**src/rtl/dci_pkg.sv**
```systemverilog
package dci_pkg;
  // register byte offsets on the avalon slave
  localparam logic [3:0] DCI_OFS_STATUS = 4'h0;
  localparam logic [3:0] DCI_OFS_MASK = 4'h4;
  localparam logic [3:0] DCI_OFS_LIVE = 4'h8;
  localparam logic [3:0] DCI_OFS_CTRL = 4'hc;
  // event bit positions, shared by status and mask
  localparam int DCI_EV_LATCH_SET = 0;
  localparam int DCI_EV_LATCH_CLR = 1;
  localparam int DCI_EV_WARN = 2;
  localparam int DCI_EV_INV_DROP = 3;
  localparam int DCI_EV_W = 4;
  // live register field positions
  localparam int DCI_LV_LATCH = 0;
  localparam int DCI_LV_INV_EN = 1;
  localparam int DCI_LV_WARN = 2;
  localparam int DCI_LV_MODE = 3;
  localparam int DCI_LV_HALT = 5;
  localparam int DCI_LV_W = 6;
  // control register fields
  localparam int DCI_CT_SW_STOP = 0;
  // reset values and synchroniser bundle width
  localparam logic [DCI_EV_W-1:0] DCI_MASK_RST = 4'h0;
  localparam logic DCI_LATCH_RST = 1'b1;
  localparam logic DCI_SW_STOP_RST = 1'b0;
  localparam int DCI_SYNC_W = 12;
  // key switch position decode
  typedef enum logic [1:0] {
    DCI_POS_LOCK = 2'b00,
    DCI_POS_SERVICE = 2'b01,
    DCI_POS_COMPUTER = 2'b10
  } dci_pos_t;
endpackage

```
**src/rtl/dome_clamp_interlock.sv**
```systemverilog
// Implementation choices: the Avalon-MM slave port and the register offsets.
`timescale 1ns/1ps
// What this block does
// - service position: pad lock, subsystem reset or emergency stop sets the clamp latch
// - computer position: host lock, watchdog, software stop, reset or estop set latch
// - lock position holds the clamp latch set unconditionally
// - latch stays set after its set condition goes away until released
// - clear only with no set active; service clears on pad unlock button
// - computer position clears on host unlatch request with watchdog not expired
// - inverter enable needs estop clear, brakes released, pad lock not pressed
// - computer position also needs no host lock, no watchdog, no software stop
// - any unmet enable condition drives inverter enable to disabled level
// - warning while a pad direction button is pressed and clamp is engaged
// - active-low release output low only while the latch is cleared
// - key decode: service low, computer low, both high means lock
// - pressure sense high means clamp disengaged, low means engaged
// - host halt low only when neither watchdog expiry nor software stop
module dome_clamp_interlock
  import dci_pkg::*;
(
  input wire logic core_clk,
  input wire logic rst_n,
  input wire logic key_service_pos_n,
  input wire logic key_computer_pos_n,
  input wire logic pad_lock_n,
  input wire logic pad_unlock_n,
  input wire logic pad_forward_n,
  input wire logic pad_reverse_n,
  input wire logic host_lock_request,
  input wire logic host_unlatch_request,
  input wire logic host_watchdog_expired,
  input wire logic subsystem_reset,
  input wire logic estop_n,
  input wire logic brakes_released,
  input wire logic hold_pressure_sense,
  input wire logic [3:0] avs_address,
  input wire logic avs_read,
  input wire logic avs_write,
  input wire logic [31:0] avs_writedata,
  output logic [31:0] avs_readdata,
  output logic avs_waitrequest,
  output logic hold_release_n,
  output logic inverter_enable,
  output logic operator_warning,
  output logic host_halt,
  output logic irq
);
  logic [DCI_SYNC_W-1:0] pinRaw;
  logic [DCI_SYNC_W-1:0] pinSync;
  logic keySvcN, keyCompN, padLockN, padUnlockN, padFwdN, padRevN;
  logic hostLock, hostUnlatch, hostWdog, subReset, estopN, brakesRel;
  dci_pos_t keyPos;
  logic swStop;
  logic haltCond;
  logic setCond;
  logic clrCond;
  logic latch;
  logic next_latch;
  logic invEnComb;
  logic warnComb;
  logic invEnQ, warnQ, haltQ;
  logic next_invEnQ, next_warnQ, next_haltQ;
  logic [DCI_EV_W-1:0] status;
  logic [DCI_EV_W-1:0] next_status;
  logic [DCI_EV_W-1:0] mask;
  logic [DCI_EV_W-1:0] next_mask;
  logic next_swStop;
  logic [DCI_EV_W-1:0] events;
  logic rdPending;
  logic next_rdPending;
  logic [31:0] next_readdata;
  logic [31:0] rdMux;
  // pressure sense is kept out of the bundle: it feeds only the warning, and its
  // reset level must read as clamp disengaged
  logic pressMeta;
  logic pressSync;
  logic next_pressMeta;
  logic next_pressSync;
  // read handshake helpers: a read is taken once, on its first cycle
  logic rdAccept;
  logic statusRdClr;

  // all pins cross into core_clk through two flops; reset loads every synchronised pin high
  assign pinRaw = {key_service_pos_n, key_computer_pos_n, pad_lock_n, pad_unlock_n, pad_forward_n,
    pad_reverse_n, host_lock_request, host_unlatch_request, host_watchdog_expired, subsystem_reset,
    estop_n, brakes_released};

  dci_sync #(.W(DCI_SYNC_W)) u_sync (
    .core_clk(core_clk),
    .rst_n(rst_n),
    .async_in(pinRaw),
    .rst_val('1),
    .sync_out(pinSync)
  );

  assign {keySvcN, keyCompN, padLockN, padUnlockN, padFwdN, padRevN,
    hostLock, hostUnlatch, hostWdog, subReset, estopN, brakesRel} = pinSync;

  // key switch decode; both low is treated as lock for safety
  always_comb
  begin
    if (!keySvcN && keyCompN)
      keyPos = DCI_POS_SERVICE;
    else if (keySvcN && !keyCompN)
      keyPos = DCI_POS_COMPUTER;
    else
      keyPos = DCI_POS_LOCK;
  end

  // halt combines watchdog expiry and the software stop bit
  assign haltCond = hostWdog | swStop;

  // latch set and clear terms per key position
  always_comb
  begin
    setCond = 1'b0;
    clrCond = 1'b0;
    case (keyPos)
      DCI_POS_SERVICE:
      begin
        setCond = !padLockN || subReset || !estopN;
        clrCond = !padUnlockN;
      end
      DCI_POS_COMPUTER:
      begin
        setCond = hostLock || haltCond || subReset || !estopN;
        clrCond = hostUnlatch && !hostWdog;
      end
      DCI_POS_LOCK:
        setCond = 1'b1;
      default:
        setCond = 1'b1;
    endcase
  end

  // set dominates clear; latch holds otherwise
  always_comb
  begin
    if (setCond)
      next_latch = 1'b1;
    else if (clrCond)
      next_latch = 1'b0;
    else
      next_latch = latch;
  end

  // inverter enable and warning terms; pressure low means clamp engaged
  always_comb
  begin
    invEnComb = estopN && brakesRel && padLockN && (keyPos != DCI_POS_LOCK);
    if (keyPos == DCI_POS_COMPUTER)
      invEnComb = invEnComb && !hostLock && !hostWdog && !swStop;
    warnComb = (!padFwdN || !padRevN) && !pressSync;
  end

  // pressure sense crosses on its own flop pair; its reset level reads as disengaged,
  // so leaving reset never raises a false warning
  always_comb
  begin
    next_pressMeta = hold_pressure_sense;
    next_pressSync = pressMeta;
  end

  // only the second flop is read by logic; the first may be metastable
  always_ff @(posedge core_clk)
  begin
    if (!rst_n)
    begin
      pressMeta <= 1'b1;
      pressSync <= 1'b1;
    end
    else
    begin
      pressMeta <= next_pressMeta;
      pressSync <= next_pressSync;
    end
  end

  // clamp latch; reset leaves the clamp engaged, the safe side, so a set
  // condition present while in reset is never lost
  always_ff @(posedge core_clk)
  begin
    if (!rst_n)
      latch <= DCI_LATCH_RST;
    else
      latch <= next_latch;
  end

  // registered outputs; default (disabled) whenever a condition drops
  // halt is reported in service position too, where it does not touch the latch
  always_comb
  begin
    next_invEnQ = invEnComb;
    next_warnQ = warnComb;
    next_haltQ = haltCond;
  end

  // output flops add one edge of latency but keep decode glitches off the pins
  always_ff @(posedge core_clk)
  begin
    if (!rst_n)
    begin
      invEnQ <= 1'b0;
      warnQ <= 1'b0;
      haltQ <= 1'b0;
    end
    else
    begin
      invEnQ <= next_invEnQ;
      warnQ <= next_warnQ;
      haltQ <= next_haltQ;
    end
  end

  // events: latch edges, warning rise, inverter enable drop
  // each is a one-cycle pulse; the status register makes it sticky
  always_comb
  begin
    events = '0;
    events[DCI_EV_LATCH_SET] = next_latch && !latch;
    events[DCI_EV_LATCH_CLR] = !next_latch && latch;
    events[DCI_EV_WARN] = next_warnQ && !warnQ;
    events[DCI_EV_INV_DROP] = !next_invEnQ && invEnQ;
  end

  // a read is taken on its first cycle only; taking it again in the wait cycle
  // would clear the status register a second time and lose events
  assign rdAccept = avs_read && !rdPending;
  assign statusRdClr = rdAccept && (avs_address == DCI_OFS_STATUS);

  // sticky status, one bit per event; an event in the clearing cycle survives the clear
  for (genvar i = 0; i < DCI_EV_W; i++)
  begin : g_status
    assign next_status[i] = (status[i] && !statusRdClr) || events[i];
  end

  // status register
  always_ff @(posedge core_clk)
  begin
    if (!rst_n)
      status <= '0;
    else
      status <= next_status;
  end

  // avalon read mux; live bits show registered state, so they trail the pins
  // by the synchroniser delay plus one edge, the key position by the synchroniser delay alone
  always_comb
  begin
    case (avs_address)
      DCI_OFS_STATUS: rdMux = {{(32-DCI_EV_W){1'b0}}, status};
      DCI_OFS_MASK: rdMux = {{(32-DCI_EV_W){1'b0}}, mask};
      DCI_OFS_LIVE: rdMux = {26'h0, haltQ, keyPos, warnQ, invEnQ, latch};
      DCI_OFS_CTRL: rdMux = {31'h0, swStop};
      default: rdMux = 32'h0; // unmapped reads as zero
    endcase
  end

  // bus registers: one wait cycle on reads so read data comes from a flop
  // a write to an unmapped offset changes nothing
  always_comb
  begin
    next_rdPending = rdAccept;
    next_readdata = avs_readdata;
    next_mask = mask;
    next_swStop = swStop;
    if (rdAccept)
      next_readdata = rdMux;
    if (avs_write)
    begin
      if (avs_address == DCI_OFS_MASK)
        next_mask = avs_writedata[DCI_EV_W-1:0];
      if (avs_address == DCI_OFS_CTRL)
        next_swStop = avs_writedata[DCI_CT_SW_STOP];
    end
  end

  // writes never wait; a read waits exactly one cycle
  assign avs_waitrequest = rdAccept;

  // read data stands until the next read is taken
  always_ff @(posedge core_clk)
  begin
    if (!rst_n)
    begin
      mask <= DCI_MASK_RST;
      swStop <= DCI_SW_STOP_RST;
      rdPending <= 1'b0;
      avs_readdata <= 32'h0;
    end
    else
    begin
      mask <= next_mask;
      swStop <= next_swStop;
      rdPending <= next_rdPending;
      avs_readdata <= next_readdata;
    end
  end

  // outputs; irq is a level and drops when software reads status or masks the pending bits
  assign hold_release_n = latch;
  assign inverter_enable = invEnQ;
  assign operator_warning = warnQ;
  assign host_halt = haltQ;
  assign irq = |(status & mask);
endmodule

```
**src/rtl/dci_sync.sv**
```systemverilog
`timescale 1ns/1ps
// two-flop synchroniser for a bundle of pin inputs
module dci_sync
  import dci_pkg::*;
#(
  parameter int W = DCI_SYNC_W
)
(
  input wire logic core_clk,
  input wire logic rst_n,
  input wire logic [W-1:0] async_in,
  input wire logic [W-1:0] rst_val,
  output logic [W-1:0] sync_out
);
  logic [W-1:0] stage1;
  logic [W-1:0] next_stage1;
  logic [W-1:0] next_sync_out;

  // first stage is read only by the second; reset value is a port so reset loads it via clocked mux
  always_comb
  begin
    next_stage1 = async_in;
    next_sync_out = stage1;
  end

  always_ff @(posedge core_clk)
  begin
    if (!rst_n)
    begin
      stage1 <= rst_val;
      sync_out <= rst_val;
    end
    else
    begin
      stage1 <= next_stage1;
      sync_out <= next_sync_out;
    end
  end
endmodule

```
**config.mk**
```make
export PLATFORM = sky130hd
export DESIGN_NAME = dome_clamp_interlock
export DESIGN_NICKNAME = d
export VERILOG_FILES = /design/src/rtl/dci_pkg.sv /design/src/rtl/dome_clamp_interlock.sv /design/src/rtl/dci_sync.sv
export SDC_FILE = /design/constraint.sdc
export NUM_CORES = 1
export LEC_CHECK = 0
export BUFFER_PORTS_ARGS = -buffer_cell sky130_fd_sc_hd__buf_2
export CORE_MARGIN = 5
export CORE_UTILIZATION = 50
export CTS_CLUSTER_DIAMETER = 120
export DETAILED_ROUTE_END_ITERATION = 10
export GPL_TIMING_DRIVEN = 0
export HOLD_SLACK_MARGIN = 0.06
export PLACE_DENSITY = 0.84
export SLEW_MARGIN = 15
export SYNTH_ARGS = -nofsm -noshare
export SYNTH_HDL_FRONTEND = slang
export SYNTH_HIERARCHICAL = 1
export SYNTH_SLANG_ARGS = --single-unit
export TNS_END_PERCENT = 1
```
**constraint.sdc**
```tcl
create_clock -name core_clk -period 2.91 [get_ports core_clk]
set_input_delay 0.1455 -clock core_clk [delete_from_list [all_inputs] [get_ports core_clk]]
set_output_delay 0.1455 -clock core_clk [all_outputs]
set_load 0.03 [all_outputs]
```
Yosys cells after proc, flatten, opt, wreduce, memory -nomap -nowiden:

Cells that the tools add are included.

* eq/ne operators: 5
* mux-type cells: 8
* bitwise gates (word level): 2
* reduce and logical (&&, ||, !) cells: 52

Operators with widths (number)
* $pmux W6 S4: 1
* $logic_and A1 B1 Y1: 20
* $logic_not A1 Y1: 17
* $logic_or A1 B1 Y1: 10
* $eq A4 B4 Y1 const B: 2
* $and A4 B4 Y4: 1
* $eq A4 B3 Y1 const B: 1
* $logic_not A4 Y1: 1
* $mux W2: 2
* $pmux W1 S2: 2
* $reduce_and A2 Y1: 2
* $reduce_or A4 Y1: 1
* $mux W1: 3
* $eq A2 B1 Y1 const B: 1
* $eq A2 B2 Y1 const B: 1
* $reduce_bool A2 Y1: 1
* $or A1 B1 Y1: 1

* register bits: 72
* bits of input ports: 53
* output and inout bits: 38
* word-level logic and storage cells: 80

Longest topological paths before layout:

* depth in word-level cells: 13
* mapped depth: 5
* depth with buffers taken out: 5

Cells and area by module:

The synthesis kept the hierarchy.

Modules (own cells, without submodules)
* dome_clamp_interlock: instances 1, cells an instance 139, area each 1199.9 um2, seq. area each 440.4 um2
* dci_sync: instances 1, cells an instance 51, area each 877.1 um2, seq. area each 480.5 um2

Worst setup path after synthesis:

OpenSTA, ideal clock, no wires.

* path type: register -> register
* start: register u_sync.sync_out[10]
* end: register status[0]
* library setup time: 0.136 ns
* arrival: 1.278 ns
* data required time: 2.774 ns
* path slack: 1.497 ns
* cell stages (with the launch flop): 6
* path buffers: 0
* clock period less this slack: 1.413 ns
* path through: dfxtp_1 inv_1 ha_1 nand2b_1 nor4_1 o32ai_1

* longest elaborated chain between the ends: 10
* elaborated cells between the ends (all ways): 13
* those cells by class: 2 x eq/ne; 6 x mux; 5 x reduce/logical

RTL lines
* from (decl): line dci_sync.sv:13 `output logic [W-1:0] sync_out`
* from (signal assigned): line dci_sync.sv:31 `sync_out <= rst_val;`
* from (signal assigned): line dci_sync.sv:36 `sync_out <= next_sync_out;`
* $logic_not A1 Y1: line dome_clamp_interlock.sv:104 `else if (keySvcN && !keyCompN)`
* $logic_and A1 B1 Y1: line dome_clamp_interlock.sv:104
* $mux W2: line dome_clamp_interlock.sv:104
* $mux W2 *: line dome_clamp_interlock.sv:102 `if (!keySvcN && keyCompN)`
* $eq A2 B2 Y1 / $eq A2 B1 Y1 (equally long branches): line dome_clamp_interlock.sv:118 `case (keyPos)`
* $pmux W1 S2: line dome_clamp_interlock.sv:118
* $mux W1: line dome_clamp_interlock.sv:141 `else if (clrCond)`
* $mux W1 *: line dome_clamp_interlock.sv:139 `if (setCond)`
* $logic_and A1 B1 Y1 *: line dome_clamp_interlock.sv:220 `events[DCI_EV_LATCH_SET] = next_latch && !latch;`
* $logic_or A1 B1 Y1 *: line dome_clamp_interlock.sv:234 `assign next_status[i] = (status[i] && !statusRdClr) || events[i];`
* to (signal assigned): line dome_clamp_interlock.sv:243 `status <= next_status;`
* to (decl): line dome_clamp_interlock.sv:63 `logic [DCI_EV_W-1:0] status;`

Mark *: on every way between the ends. The rest lies on a longest branch, timed or not.
A chain may end at the register's enable or synchronous reset.

Worst setup path after layout:

Same ends and word-level chain as after synthesis.

==> flow_summary.toml <==
[layout]
final_cells = 333
syn2layout_area_growth_pct = 27.7
drive_above_1_share_pct = 34.6
finalCoreUtilization_pct = 66.3
stdcell_area_sq_um = 2650
num_antenna_cells = 0
nets = 339
num-fill-cells = 333

[clocking]
cts_sinks = 46
clk_pin_slew_ns = 0.08
cts_buffer_depth = 2
post_cts_resized = 0
htree_levels = 2
clkLatencyLatePin_ns = 0.30
cts_made_buffers = 5
tritoncts = "yes"
root_buffer = "clkbuf_8"

[timing]
fmax_mhz = 631
timing.final.crit_share_pct = 54.5
rsz0062_at_grt = "no"
setup_viol = 0
tns_ns = 0
tightestPinTransition_ns = 0.699
slew_viol_final = 0
slew_headroom_pct = 53.0
fin_crit_ns = 1.58
hold_viol = 0
fin_worst_skew_ns = 0.00444

[critical_path]
slowest_delay_ns = 0.41
worst_ep_arrival_time_ns = 1.75
worst-r2r-setup-slack_ns = 1.33
crit_type = "register to register"
crit_start = "u_sync/sync_out[10]"
timing.rr.end = "status[0]"
r2r_cells = 5
endpoint = "status[0]"
r2r-start = "u_sync/sync_out[10]"
crit_chain = "inv_1 > ha_1 > nand2b_1 > nor4_1 > o32ai_1"
cp_max_fo = 3
start_kind = "register"
cp_slowest_cell = "nor4_1"
critPathRequiredTime_ns = 3.08
endpoint_kind = "register"

[floorplanning]
dieArea_sq_um = 5540
initial_utilization_pct = 51.9
num_rows = 23
pin_count = 91
die_h_um = 74.5
coreArea_sq_um = 4000
die_w_um = 74.5

[drt]
highest_layer = "met4"
wl_met3_um = 251
drt_pass1_iterations = 4
routed_wl_um = 3830
wl_per_cell_um = 11.5
wl_met2_um = 2100
vias = 1496
drtIter0Drc = 80
vias_per_cell = 4.49
drc = 0
wl_met1_um = 1400
detail-route-antenna-nets = 0

[power]
power_density_nw_per_um2 = 547
power_leakage_uw = 0.00131
vdd.ir_drop.worst_uv = 369

[logic_synthesis]
ys_warn_count = 6
synth_edf_count = 0
yosys_most_used_dff = "dfxtp_1"
synth.most_common_cell = "dfxtp_1"
syn_avg_cell_area_sq_um = 10.9
synthArstFlopShare_pct = 0
ys_ff_latch = 46
yosysTopAreaCell = "dfxtp_1"
yosysSeqAreaShare_pct = 44.3
ys_top_cells_by_count = "dfxtp_1, buf_4, mux2_4, nand2_1"
yosysUniqueCellTypes = 34
synth_area_leaders = "dfxtp_1, mux2_4, buf_4, ha_1, mux2i_1"
synth_top_area_share_pct = 44.3
netlist_area_sq_um = 2080
synth_cells = 190

[placement]
post-place-cells = 323
numPortBuffers = 35
dp_hpwl_um = 3010
placed_area_sq_um = 2490
place.gp.congestion = 0.813

[grt]
grt_usage_pct = 14.4
grt_pass1_vias = 1413
grt_max_degree = 16
grt_pass1_wl_um = 5990
grt_overflow = 0
antenna_found_initial = 0

[worst_hold_path]
hold_start = "host_lock_request"
hp-class = "primary input to register"

[run]
drv_cap = 0

[run_status]
outcome = "finished clean"
## area by class of cell
type | count | area [sq um] | share of cell area (%)
plain buffers | 33 | 263 | 9.91
inverters | 6 | 22.5 | 0.849
clock buffers | 5 | 68.8 | 2.59
repair buffers | 37 | 195 | 7.36
clock inverters | 3 | 68.8 | 2.59
flip-flops and latches | 46 | 921 | 34.7
multi-input cells | 153 | 1050 | 39.6
well taps | 50 | 62.6 | 2.36
## cell families after synthesis
kind of cell | Yosys count | synth area share (%)
mux | 29 | 19.0
compound gates | 29 | 9.70
simple gates | 41 | 10.4
fa+ha+maj | 4 | 2.41
flops | 46 | 44.3
buf+inv | 39 | 13.7
other cells | 2 | 0.362
## metal layers
metal  global-route usage, %  vias up
met3                    3.78       11
met1                    14.7      675
met2                    26.8       39
met4                    7.31        0
li1                        -      771
met5                       0        -
## stage by stage
| step | power [uW] | hold slack [ns] | worst slack (ns) |
|---|---|---|---|
| floorplan | 867 | 0.219 | 1.50 |
| global placement | 902 | 0.330 | 1.35 |
| detailed placement | 908 | 0.329 | 1.31 |
| CTS | 1460 | 0.0603 | 1.30 |
| global route | 1510 | 0.0634 | 1.17 |
| finish | 1450 | 0.0685 | 1.33 |
## power by group
group          internal [uW]  switching (uW)
clock network            344             210
logic                    103             115
registers                665            13.6
## worst min-delay path by stage
stage	endpoint	slack (ns)	depth (start not counted)
5_1_grt	u_sync/next_sync_out[5]	0.06	2
3_3_place_gp	next_pressSync	0.33	2
6_report	u_sync/next_sync_out[5]	0.07	2
4_1_cts	u_sync/next_sync_out[5]	0.06	2
3_5_place_dp	next_pressSync	0.33	2
2_1_floorplan	next_pressSync	0.22	1
## placed cells by master (no fill, tap or decap), drive strengths merged, types with 2 or more instances in the layout
cell type     n
mux2         24
dfxtp        46
a22oi         2
a21oi         8
nor3          3
conb         50
nor4          3
a32o          4
nor2          4
mux2i         5
nand2b        5
clkbuf        8
bufinv        2
o2bb2ai       5
nand2        11
o22ai         2
nand3         8
dlygate4sd3   2
o21ai         5
ha            4
or3           2
inv           6
buf          65
## registers in the layout (all words and copies together), names as in the netlist
name,count
hold_release_n,1
u_sync/next_sync_out,12
operator_warning,1
avs_readdata,6
status,4
swStop,1
rdPending,1
inverter_enable,1
u_sync/sync_out,12
host_halt,1
next_pressSync,1
pressSync,1
mask,4
## worst max-delay path, delay by kind of cell, from the launching register on
| family | cells | cell delay [ns] |
|---|---|---|
| adders and majority gates | 1 | 0.28 |
| and+or+nand+nor | 2 | 0.58 |
| buffers and inverters | 1 | 0.08 |
| DFF | 1 | 0.38 |
| AOI/OAI and AO/OA | 1 | 0.14 |
## repair_timing
item / in CTS / in global routing
endpoints found under the hold margin: 2 / 0
buffers inserted: 0 / 0
hold buffers: 2 / 0
Note: power is estimated with default switching activity, not from simulation.
